`src/hdl/csio_pkg.sv`:
```
// shared constants for the clocked serial port pin control
package csio_pkg;
    localparam int unsigned DATA_W = 8;
    localparam logic [3:0] BIT_COUNT_END = 4'h8;
    localparam logic [3:0] BIT_COUNT_ZERO = 4'h0;
    localparam logic [7:0] SHIFT_RESET = 8'h00;
    localparam int unsigned CLK_MHZ = 200;
    localparam int unsigned DIV_DEFAULT = 8;
    localparam int unsigned DIV_W = 8;
    localparam logic [DIV_W-1:0] DIV_ZERO = 8'h00;
endpackage

```
`src/hdl/clocked_serial_port_pin_control.sv`:
```
// pin and shift control of a clocked serial port
//
// How it works
// both clock select bits zero selects slave, else master with internal clock
// transfer start flag zero is wait, one is released
// slave: clock pin is general input or external clock input; direction one output
// master: direction zero general input; direction one holds high waiting, clocks released
// select zero: shared pin general input or serial input, direction one general output
// three-wire, drive enable one: MSB out on dedicated pin on falling edges
// LSB takes input pin level on rising edge, or output latch if pin outputs
// clock counter counts falling edges of the clock pin in every mode
// two-wire select one: shared pin gives serial output regardless of direction
// two-wire drive enable zero: dedicated pin general port, else serial output
// two-wire direction select one: MSB out on shared pin on falling edges
// pin reset: all three pins general input, shift register undefined; the code clears it to 8'h00 (SHIFT_RESET)
// watchdog or stack reset: pins general input, shift register retained
// clock stop: pins hold state, shift register retained
// halt freezes internal clock output; external clock keeps shifting
// counter at eight, next rising edge clears it and returns to wait
// writing zero to start flag forces wait and clears counter
// interrupt pulse once eight shift clocks are done
// shift register eight bits, loaded and read through the data buffer
`timescale 1ns/1ps
module clocked_serial_port_pin_control
    import csio_pkg::*;
#(
    parameter int unsigned HALF_DIV = DIV_DEFAULT
) (
    input wire logic clk,
    input wire logic arst_n,
    input wire logic watchdogStackReset,
    input wire logic clockStop,
    input wire logic halt,
    input wire logic clockSelectHigh,
    input wire logic clockSelectLow,
    input wire logic twoWireMode,
    input wire logic transferStartWrite,
    input wire logic transferStartValue,
    input wire logic dataIoSelect,
    input wire logic outputDriveEnable,
    input wire logic transferDirectionSelect,
    input wire logic clockPinDirection,
    input wire logic sharedPinDirection,
    input wire logic outputPinDirection,
    input wire logic [2:0] portLatch,
    input wire logic shiftLoad,
    input wire logic [7:0] shiftLoadData,
    input wire logic portBitZeroIn,
    input wire logic portBitOneIn,
    input wire logic portBitTwoIn,
    output logic portBitZeroOut,
    output logic portBitZeroOe,
    output logic portBitOneOut,
    output logic portBitOneOe,
    output logic portBitTwoOut,
    output logic portBitTwoOe,
    output logic transferStartFlag,
    output logic [7:0] serialShiftReg,
    output logic [2:0] pinSample,
    output logic shiftDoneIrq
);
    // ---------------------------------------------------------------
    // state
    // ---------------------------------------------------------------
    typedef struct packed {
        logic [2:0] sync1;
        logic [2:0] sync2;
        logic sckPrev;
        logic released;
        logic [3:0] count;
        logic [7:0] shift;
        logic serOut;
        logic intSck;
        logic [DIV_W-1:0] div;
        logic p0o, p0e, p1o, p1e, p2o, p2e;
        logic irq;
    } state_t;

    state_t s_q, s_d;
    logic master, sckNow, fallEdge, riseEdge, sdiIn;

    function automatic logic pinOrLatch(input logic isOut, input logic latch, input logic pin);
        pinOrLatch = isOut ? latch : pin;
    endfunction

    always_comb begin
        s_d = s_q;
        s_d.irq = 1'b0;
        s_d.sync1 = {portBitTwoIn, portBitOneIn, portBitZeroIn};
        s_d.sync2 = s_q.sync1;
        master = clockSelectHigh | clockSelectLow;
        // clock counter reads the pin itself, not the source of the clock
        sckNow = clockPinDirection ? s_q.p0o : s_q.sync2[0];
        fallEdge = s_q.sckPrev & ~sckNow;
        riseEdge = ~s_q.sckPrev & sckNow;
        s_d.sckPrev = sckNow;
        // two-wire receive uses the shared pin, same as three-wire
        sdiIn = pinOrLatch(sharedPinDirection, portLatch[1], s_q.sync2[1]);
        if (clockStop) begin
            s_d = s_q;
            s_d.irq = 1'b0;
            s_d.count = BIT_COUNT_ZERO;
        end else begin
            // internal clock generator, frozen in halt
            if (master && s_q.released && !halt) begin
                if (s_q.div == DIV_W'(HALF_DIV - 1)) begin
                    s_d.div = DIV_ZERO;
                    s_d.intSck = ~s_q.intSck;
                end else begin
                    s_d.div = s_q.div + 1'b1;
                end
            end else if (!s_q.released) begin
                s_d.intSck = 1'b1;
                s_d.div = DIV_ZERO;
            end
            if (s_q.released && fallEdge && s_q.count != BIT_COUNT_END) begin
                s_d.count = s_q.count + 1'b1;
                s_d.serOut = s_q.shift[DATA_W-1];
                s_d.shift = {s_q.shift[DATA_W-2:0], 1'b0};
            end
            if (s_q.released && riseEdge) begin
                // the eighth rise still carries a bit, so take it before closing
                if (!twoWireMode || !transferDirectionSelect) begin
                    s_d.shift[0] = sdiIn;
                end
                if (s_q.count == BIT_COUNT_END) begin
                    s_d.count = BIT_COUNT_ZERO;
                    s_d.released = 1'b0;
                    s_d.irq = 1'b1;
                    s_d.intSck = 1'b1;
                end
            end
            if (shiftLoad) begin
                s_d.shift = shiftLoadData;
                s_d.serOut = shiftLoadData[DATA_W-1];
            end
            if (transferStartWrite) begin
                if (!transferStartValue) begin
                    s_d.released = 1'b0;
                    s_d.count = BIT_COUNT_ZERO;
                end else begin
                    s_d.released = 1'b1;
                end
            end
            // clock pin
            s_d.p0e = clockPinDirection;
            s_d.p0o = (master && clockPinDirection) ? s_d.intSck : portLatch[0];
            // shared pin
            if (twoWireMode && dataIoSelect) begin
                s_d.p1e = 1'b1;
                s_d.p1o = s_d.serOut;
            end else begin
                s_d.p1e = sharedPinDirection;
                s_d.p1o = portLatch[1];
            end
            // dedicated output pin
            if (outputDriveEnable) begin
                s_d.p2e = 1'b1;
                s_d.p2o = s_d.serOut;
            end else begin
                s_d.p2e = outputPinDirection;
                s_d.p2o = portLatch[2];
            end
        end
        if (watchdogStackReset) begin
            s_d.p0e = 1'b0;
            s_d.p1e = 1'b0;
            s_d.p2e = 1'b0;
            s_d.released = 1'b0;
            s_d.count = BIT_COUNT_ZERO;
        end
    end

    always_ff @(posedge clk or negedge arst_n) begin
        if (!arst_n) begin
            s_q <= '0;
            s_q.shift <= SHIFT_RESET;
            s_q.intSck <= 1'b1;
            // clock pin idles high: a low here would fake a rise after reset
            s_q.sckPrev <= 1'b1;
        end else begin
            s_q <= s_d;
        end
    end

    assign portBitZeroOut = s_q.p0o;
    assign portBitZeroOe = s_q.p0e;
    assign portBitOneOut = s_q.p1o;
    assign portBitOneOe = s_q.p1e;
    assign portBitTwoOut = s_q.p2o;
    assign portBitTwoOe = s_q.p2e;
    assign transferStartFlag = s_q.released;
    assign serialShiftReg = s_q.shift;
    assign pinSample = s_q.sync2;
    assign shiftDoneIrq = s_q.irq;

    // ---------------------------------------------------------------
    // checks
    // ---------------------------------------------------------------
    count_bound_a: assert property (@(posedge clk) disable iff (!arst_n) s_q.count <= BIT_COUNT_END)
        else $error("counter passed eight");
    force_wait_a: assert property (@(posedge clk) disable iff (!arst_n)
        (transferStartWrite && !transferStartValue && !clockStop) |=> !s_q.released && s_q.count == BIT_COUNT_ZERO)
        else $error("forced wait missed");
    wdt_input_a: assert property (@(posedge clk) disable iff (!arst_n)
        watchdogStackReset |=> !portBitZeroOe && !portBitOneOe && !portBitTwoOe)
        else $error("pins not input after watchdog reset");
    irq_end_a: assert property (@(posedge clk) disable iff (!arst_n)
        shiftDoneIrq |-> !transferStartFlag || $past(transferStartWrite))
        else $error("irq without return to wait");
    stop_hold_a: assert property (@(posedge clk) disable iff (!arst_n)
        (clockStop && !watchdogStackReset) |=> $stable(serialShiftReg) && $stable(portBitTwoOut))
        else $error("state moved in clock stop");
    shared_serial_a: assert property (@(posedge clk) disable iff (!arst_n)
        (twoWireMode && dataIoSelect && !clockStop && !watchdogStackReset) |=> portBitOneOe)
        else $error("shared pin not driving");
    clock_dir_a: assert property (@(posedge clk) disable iff (!arst_n)
        (!clockPinDirection && !clockStop) |=> !portBitZeroOe)
        else $error("clock pin driven with direction zero");
    wait_high_a: assert property (@(posedge clk) disable iff (!arst_n)
        (!transferStartFlag && clockPinDirection && (clockSelectHigh || clockSelectLow)
        && !clockStop && !transferStartWrite) |=> portBitZeroOut)
        else $error("master clock not high in wait");

    // ---------------------------------------------------------------
    // checks on pin modes and shifting
    // ---------------------------------------------------------------
    // pin reset is left to the bench: the state is unknown until the first reset edge

    slave_clock_a: assert property (@(posedge clk) disable iff (!arst_n)
        (!clockSelectHigh && !clockSelectLow && transferStartFlag && !transferStartWrite)
        |=> $stable(s_q.intSck))
        else $error("internal clock moved in slave operation");

    start_flag_a: assert property (@(posedge clk) disable iff (!arst_n)
        (transferStartWrite && transferStartValue && !clockStop && !watchdogStackReset)
        |=> transferStartFlag)
        else $error("start write did not release the wait");

    slave_pin_a: assert property (@(posedge clk) disable iff (!arst_n)
        (!master && clockPinDirection && !clockStop && !watchdogStackReset)
        |=> portBitZeroOe && portBitZeroOut == $past(portLatch[0]))
        else $error("slave clock pin not a general output");

    master_pin_a: assert property (@(posedge clk) disable iff (!arst_n)
        (master && clockPinDirection && !clockStop && !watchdogStackReset)
        |=> portBitZeroOe && portBitZeroOut == s_q.intSck)
        else $error("master clock pin not showing internal clock");

    shared_dir_a: assert property (@(posedge clk) disable iff (!arst_n)
        (!(twoWireMode && dataIoSelect) && !clockStop && !watchdogStackReset)
        |=> portBitOneOe == $past(sharedPinDirection) && portBitOneOut == $past(portLatch[1]))
        else $error("shared pin not following its direction");

    out_drive_a: assert property (@(posedge clk) disable iff (!arst_n)
        (outputDriveEnable && !clockStop && !watchdogStackReset)
        |=> portBitTwoOe && portBitTwoOut == s_q.serOut)
        else $error("dedicated pin not giving serial output");

    // serial output changes only on falls or on a load, so a peer may sample on rises
    shift_msb_a: assert property (@(posedge clk) disable iff (!arst_n)
        (transferStartFlag && fallEdge && s_q.count != BIT_COUNT_END && !shiftLoad && !clockStop)
        |=> s_q.serOut == $past(s_q.shift[DATA_W-1]))
        else $error("msb not shifted out on fall");

    // an output-mode pin hands in its latch instead of its level
    capture_lsb_a: assert property (@(posedge clk) disable iff (!arst_n)
        (transferStartFlag && riseEdge && (!twoWireMode || !transferDirectionSelect) && !shiftLoad && !clockStop)
        |=> s_q.shift[0] == $past(sdiIn))
        else $error("lsb not captured on rise");

    // the count runs on the pin, whoever clocks it
    count_step_a: assert property (@(posedge clk) disable iff (!arst_n)
        (transferStartFlag && fallEdge && s_q.count != BIT_COUNT_END && !clockStop
        && !transferStartWrite && !watchdogStackReset)
        |=> s_q.count == $past(s_q.count) + 1'b1)
        else $error("counter missed a falling edge");

    two_wire_out_a: assert property (@(posedge clk) disable iff (!arst_n)
        (twoWireMode && dataIoSelect && !clockStop && !watchdogStackReset)
        |=> portBitOneOut == s_q.serOut)
        else $error("shared pin not giving serial output");

    port_follow_a: assert property (@(posedge clk) disable iff (!arst_n)
        (!outputDriveEnable && !clockStop && !watchdogStackReset)
        |=> portBitTwoOe == $past(outputPinDirection) && portBitTwoOut == $past(portLatch[2]))
        else $error("dedicated pin not a general port");

    // halt only stops the divider; a clock from outside keeps shifting
    halt_freeze_a: assert property (@(posedge clk) disable iff (!arst_n)
        (master && transferStartFlag && halt && !transferStartWrite)
        |=> $stable(s_q.intSck) && $stable(s_q.div))
        else $error("internal clock moved in halt");

    end_wait_a: assert property (@(posedge clk) disable iff (!arst_n)
        (transferStartFlag && riseEdge && s_q.count == BIT_COUNT_END && !clockStop && !transferStartWrite)
        |=> !transferStartFlag && shiftDoneIrq)
        else $error("eighth rise did not return to wait");

    irq_pulse_a: assert property (@(posedge clk) disable iff (!arst_n)
        shiftDoneIrq |=> !shiftDoneIrq)
        else $error("interrupt longer than one cycle");
endmodule // clocked_serial_port_pin_control

```
`config.mk`:
```
export PLATFORM = sky130hd
export DESIGN_NAME = clocked_serial_port_pin_control
export DESIGN_NICKNAME = d
export VERILOG_FILES = /design/src/hdl/csio_pkg.sv /design/src/hdl/clocked_serial_port_pin_control.sv
export SDC_FILE = /design/constraint.sdc
export NUM_CORES = 1
export LEC_CHECK = 0
export BUFFER_PORTS_ARGS = -buffer_cell sky130_fd_sc_hd__buf_2
export CAP_MARGIN = 20
export CORE_AREA = 10 10 86 88
export CTS_BUF_LIST = sky130_fd_sc_hd__clkbuf_16
export DETAILED_ROUTE_END_ITERATION = 7
export DIE_AREA = 0 0 96 98
export GPL_ROUTABILITY_DRIVEN = 0
export PLACE_DENSITY = 0.68
export SYNTH_ARGS = -nofsm -noshare
export SYNTH_HDL_FRONTEND = slang
export SYNTH_SLANG_ARGS = --single-unit
```
`constraint.sdc`:
```
create_clock -name clk -period 3.3 [get_ports clk]
set_input_delay 0.33 -clock clk [delete_from_list [all_inputs] [get_ports clk]]
set_output_delay 0.33 -clock clk [all_outputs]
set_load 0.01 [all_outputs]
```
# --- Word-level counts from Yosys, hierarchy flattened ---
# Cells that the tools add are included.
word_totals:
  word_cells: 75
  regBits: 37
  out_inout_bits: 19
op_classes:
  eq_ne: 5
  add_sub_neg: 2
  mux: 27
  reduce_logical: 17
  bitwise_logic: 7
op_table:
  columns: ["op", "n"]
  rows:
  - ["30-bit two-way mux", 1]
  - ["9-bit two-way mux", 3]
  - ["5-bit two-way mux", 4]
  - ["1-bit two-way mux", 14]
  - ["13-bit two-way mux", 1]
  - ["8-bit by 1-bit adder with 8-bit output (second input constant)", 1]
  - ["8-bit by 3-bit equality test with 1-bit output (second input constant)", 1]
  - ["8-bit two-way mux", 1]
  - ["1-bit logical AND", 7]
  - ["3-bit nonzero test", 2]
  - ["4-bit by 1-bit adder with 4-bit output (second input constant)", 1]
  - ["4-bit equality test (second input constant)", 1]
  - ["2-bit two-way mux", 2]
  - ["4-bit two-way mux", 1]
  - ["4-bit inequality test (second input constant)", 1]
  - ["1-bit inverter", 4]
  - ["2-bit AND reduction", 2]
  - ["1-bit logical NOT", 3]
  - ["3-bit AND reduction", 1]
  - ["1-bit AND", 2]
  - ["2-bit by 1-bit inequality test with 1-bit output (second input constant)", 1]
  - ["2-bit inequality test (second input constant)", 1]
  - ["2-bit nonzero test", 1]
  - ["1-bit logical OR", 1]
  - ["1-bit bitwise OR", 1]

# --- Logic depth before layout (Yosys ltp) ---
depth:
  ltp_word: 12
  depth_mapped: 7
  depth_no_buf: 6

# --- Least setup slack after synthesis ---
# No wires, ideal clock.
synth_path:
  path_type: "reg-to-reg"
  from: "register s_q[12] (netlist bit)"
  to: "register s_q[10] (netlist bit)"
  required_ps: 3167
  setup_slack_ps: 1441
  path_buffers: 0
  stages_incl_launch_ff: 5
  setup_ps: 133
  arrival_time_ps: 1726
  cell_sequence: "dfrtp_1 > or4_1 > or4_4 > a21oi_1 > a21oi_1"
synth_via:
  elab_chain_len: 3
synth_rtl:
  columns: ["element", "line", "source"]
  rows:
  - ["start: declaration", "clocked_serial_port_pin_control.sv:79", "state_t s_q, s_d;"]
  - ["8-bit by 3-bit equality test with 1-bit output", "clocked_serial_port_pin_control.sv:106", "if (s_q.div == DIV_W'(HALF_DIV - 1)) begin"]
  - ["8-bit two-way mux", "clocked_serial_port_pin_control.sv:106", null]
  - ["9-bit two-way mux", "clocked_serial_port_pin_control.sv:105", "if (master && s_q.released && !halt) begin"]
# No other way between the ends.
# A chain may end at the register's enable or synchronous reset.

# --- Worst setup path in the final report ---
# Same ends and word-level chain as after synthesis.

==> metrics <==
Yosys warning count=0; initial antenna violation count=0; data arrival time of the worst path=2180 ps; internal reg-to-reg setup slack=around 1300 ps; first-pass GRT wire length=7810 um; Vias=1,679; outcome=finished clean; Fin Clk Skew=between 5 and 6 ps; root buffer cell=clkbuf_16; Initial Utilization=35.4%; TNS Setup=0 ps; ANT nets after route=0; minimum clock period=2030 ps; sequential share of the synthesized area=45.6%; Slew headroom=between 30% and 40%; vias in the first global route=1,647; commonest non-fill, non-tap cells in the layout=buf_2 (49), dfrtp_1 (35), o21ai_0 (16); Clock Tree Buf Depth=2; Pre-Repair DR Iteration Count=4; post-synth top area cell=dfrtp_1; RSZ-0062 raised after global routing=false; setup violators final=0; core area=5750 um^2; latest clock arrival within the worst-skew pair=280 ps; Syn Nets=242; Chip Width=between 90 and 100 um; Synth Cell Area=2040 um^2; post-synthesis cell type count=44; final net count=around 280; Main synth FF type=dfrtp_1; Slew Viols, Final=0; Worst-path clk slew=roughly 60 ps; clk sinks=37; critical path class=flop to flop; hold buffer count at CTS=0; vias per cell=around 5.2; Die Area=9410 um^2; Fin. Hold Viols=0; htree depth=2; final WL=4700 um; PwrDens=481 nW/um^2; # diodes=0; Post-synth EDFFs=0; I/O pins=50; Worst-Margin Slew=901 ps; ys async rst share=100%; Avg Cell Area, Syn=9.79 um^2; post-CTS resize count=0; postcts setup bufs=0; CTS tree=built; DRC violation count after routing=0; layout overhead on the synthesized area=17.9%; Area contributors post-synth=dfrtp_1 (43%), mux2i_1 (5.4%), buf_4 (4.1%); Starting DRT DRC Count=38; crit end category=flop; commonest non-fill, non-tap cell in the layout=buf_2; #FFs+latches synth=37; Data required, critical path=3450 ps; Die Ht=98 um; max cap viols=0; Lkg Pwr=between 1 and 1.5 nW; Tcrit/Tclk final=61.5%; peak supply drop=slightly above 0.3 mV; layout cell share with drive strength beyond 1=28.2%; WL/cell=around 15 um; Setup crit start kind=flop; fmax=slightly below 500 MHz; hpwl dp=3530 um; worst-path maximum fanout=4; TritonCTS buffer count=5; Mapped Cells=208; standard-cell rows=28; total grt overflow=0; Port Buf Inserts=49; Synth top area share=43.0%; final hold slack=147 ps; largest net degree at the start of global routing=52; Worst Hold Class=primary input to async pin; Tot GR Track Use=10.1%
==> worst paths after layout <==
check	start	end	cells past startpoint
max	s_q[12]$_DFFE_PN0P_	s_q[10]$_DFFE_PN0P_	4
min	arst_n	serialShiftReg[1]$_DFFE_PN0P_	1
max reg2reg	s_q[12]$_DFFE_PN0P_	s_q[10]$_DFFE_PN0P_	4
min reg2reg	s_q[30]$_DFFE_PN1N_	s_q[30]$_DFFE_PN1N_	2
max in group asynchronous	arst_n	portBitZeroOut$_DFFE_PN0N_	1
min in group clk	shiftLoadData[3]	serialShiftReg[3]$_DFFE_PN0P_	3
==> area by class of cell <==
type	count	area, um^2
Fill cell	597	3350
Multi-Input combinational cell	142	956
Sequential cell	37	928
Timing Repair Buffer	49	245
Clock buffer	5	125
Tap cell	75	93.8
Inverter	9	33.8
Clock inverter	3	17.5
==> metal layers <==
metal | up-vias | global-route usage (%) | part of all wire, %
met4 | 0 | 2.72 | 0.49
met3 | 2 | 3.83 | 7.9
met5 | - | 0 | 0
met1 | 817 | 12.7 | 45
li1 | 818 | - | -
met2 | 42 | 15.6 | 47
==> state kept, by name (all words and copies together), names as in the netlist <==
signal	count
portBitOneOe	1
shiftDoneIrq	1
transferStartFlag	1
pinSample	3
portBitZeroOut	1
serialShiftReg	8
portBitOneOut	1
s_q	18
portBitTwoOut	1
portBitTwoOe	1
portBitZeroOe	1
==> logic make-up (layout without fill, tap and decap cells) <==
logic type / after synthesis / count (layout) / share of synthesized area [%]
buffers and inverters: 29 / 66 / 7.44
multiplexers: 18 / 18 / 9.28
AO/OA/AOI/OAI: 56 / 56 / 17.7
flip-flops: 37 / 37 / 45.6
XOR/XNOR: 3 / 3 / 1.29
adder cells (fa/ha/maj): 3 / 3 / 1.84
AND/OR/NAND/NOR: 62 / 62 / 16.8
==> synthesized netlist by cell type (3+ instances only) <==
master and count:
nand3_1 3, nand4_1 4, nand3b_1 5, or3_1 4
nand2_1 10, a211oi_1 3, and2_1 3, inv_1 9
dfrtp_1 35, a22oi_1 9, mux2_2 7, o31ai_1 4
mux2i_1 11, a21oi_1 10, ha_1 3, nor2_1 14
clkbuf_1 7, buf_4 11, a31oi_1 4, nor2b_1 7
o21ai_0 16
==> through the flow <==
step / instances / worst slack [ps] / total power [mW] / cell area (um^2) / utilization (%)
after floorplan: 208 / 1440 / 0.657 / 2040 / -
after global placement: 312 / 1250 / 0.707 / 2260 / 39.3
after detailed placement: 312 / 1170 / 0.713 / 2260 / 39.3
after CTS: 320 / 1280 / 1.17 / 2400 / 41.8
after global routing: 320 / 1110 / 1.22 / 2400 / 41.8
final: 320 / 1270 / 1.15 / 2400 / 41.8
==> power breakdown <==
part | internal (mW) | switching (mW)
combinational | 0.0809 | 0.0954
sequential | 0.494 | 0.0318
clock | 0.277 | 0.177
==> critical path, stage by stage, from the launching register on <==
cell and delay [ps]:
dfrtp_1 400, or4_1 570, or4_4 530, a21oi_1 320, a21oi_1 70
No activity file was read; power rests on OpenSTA's default activity.
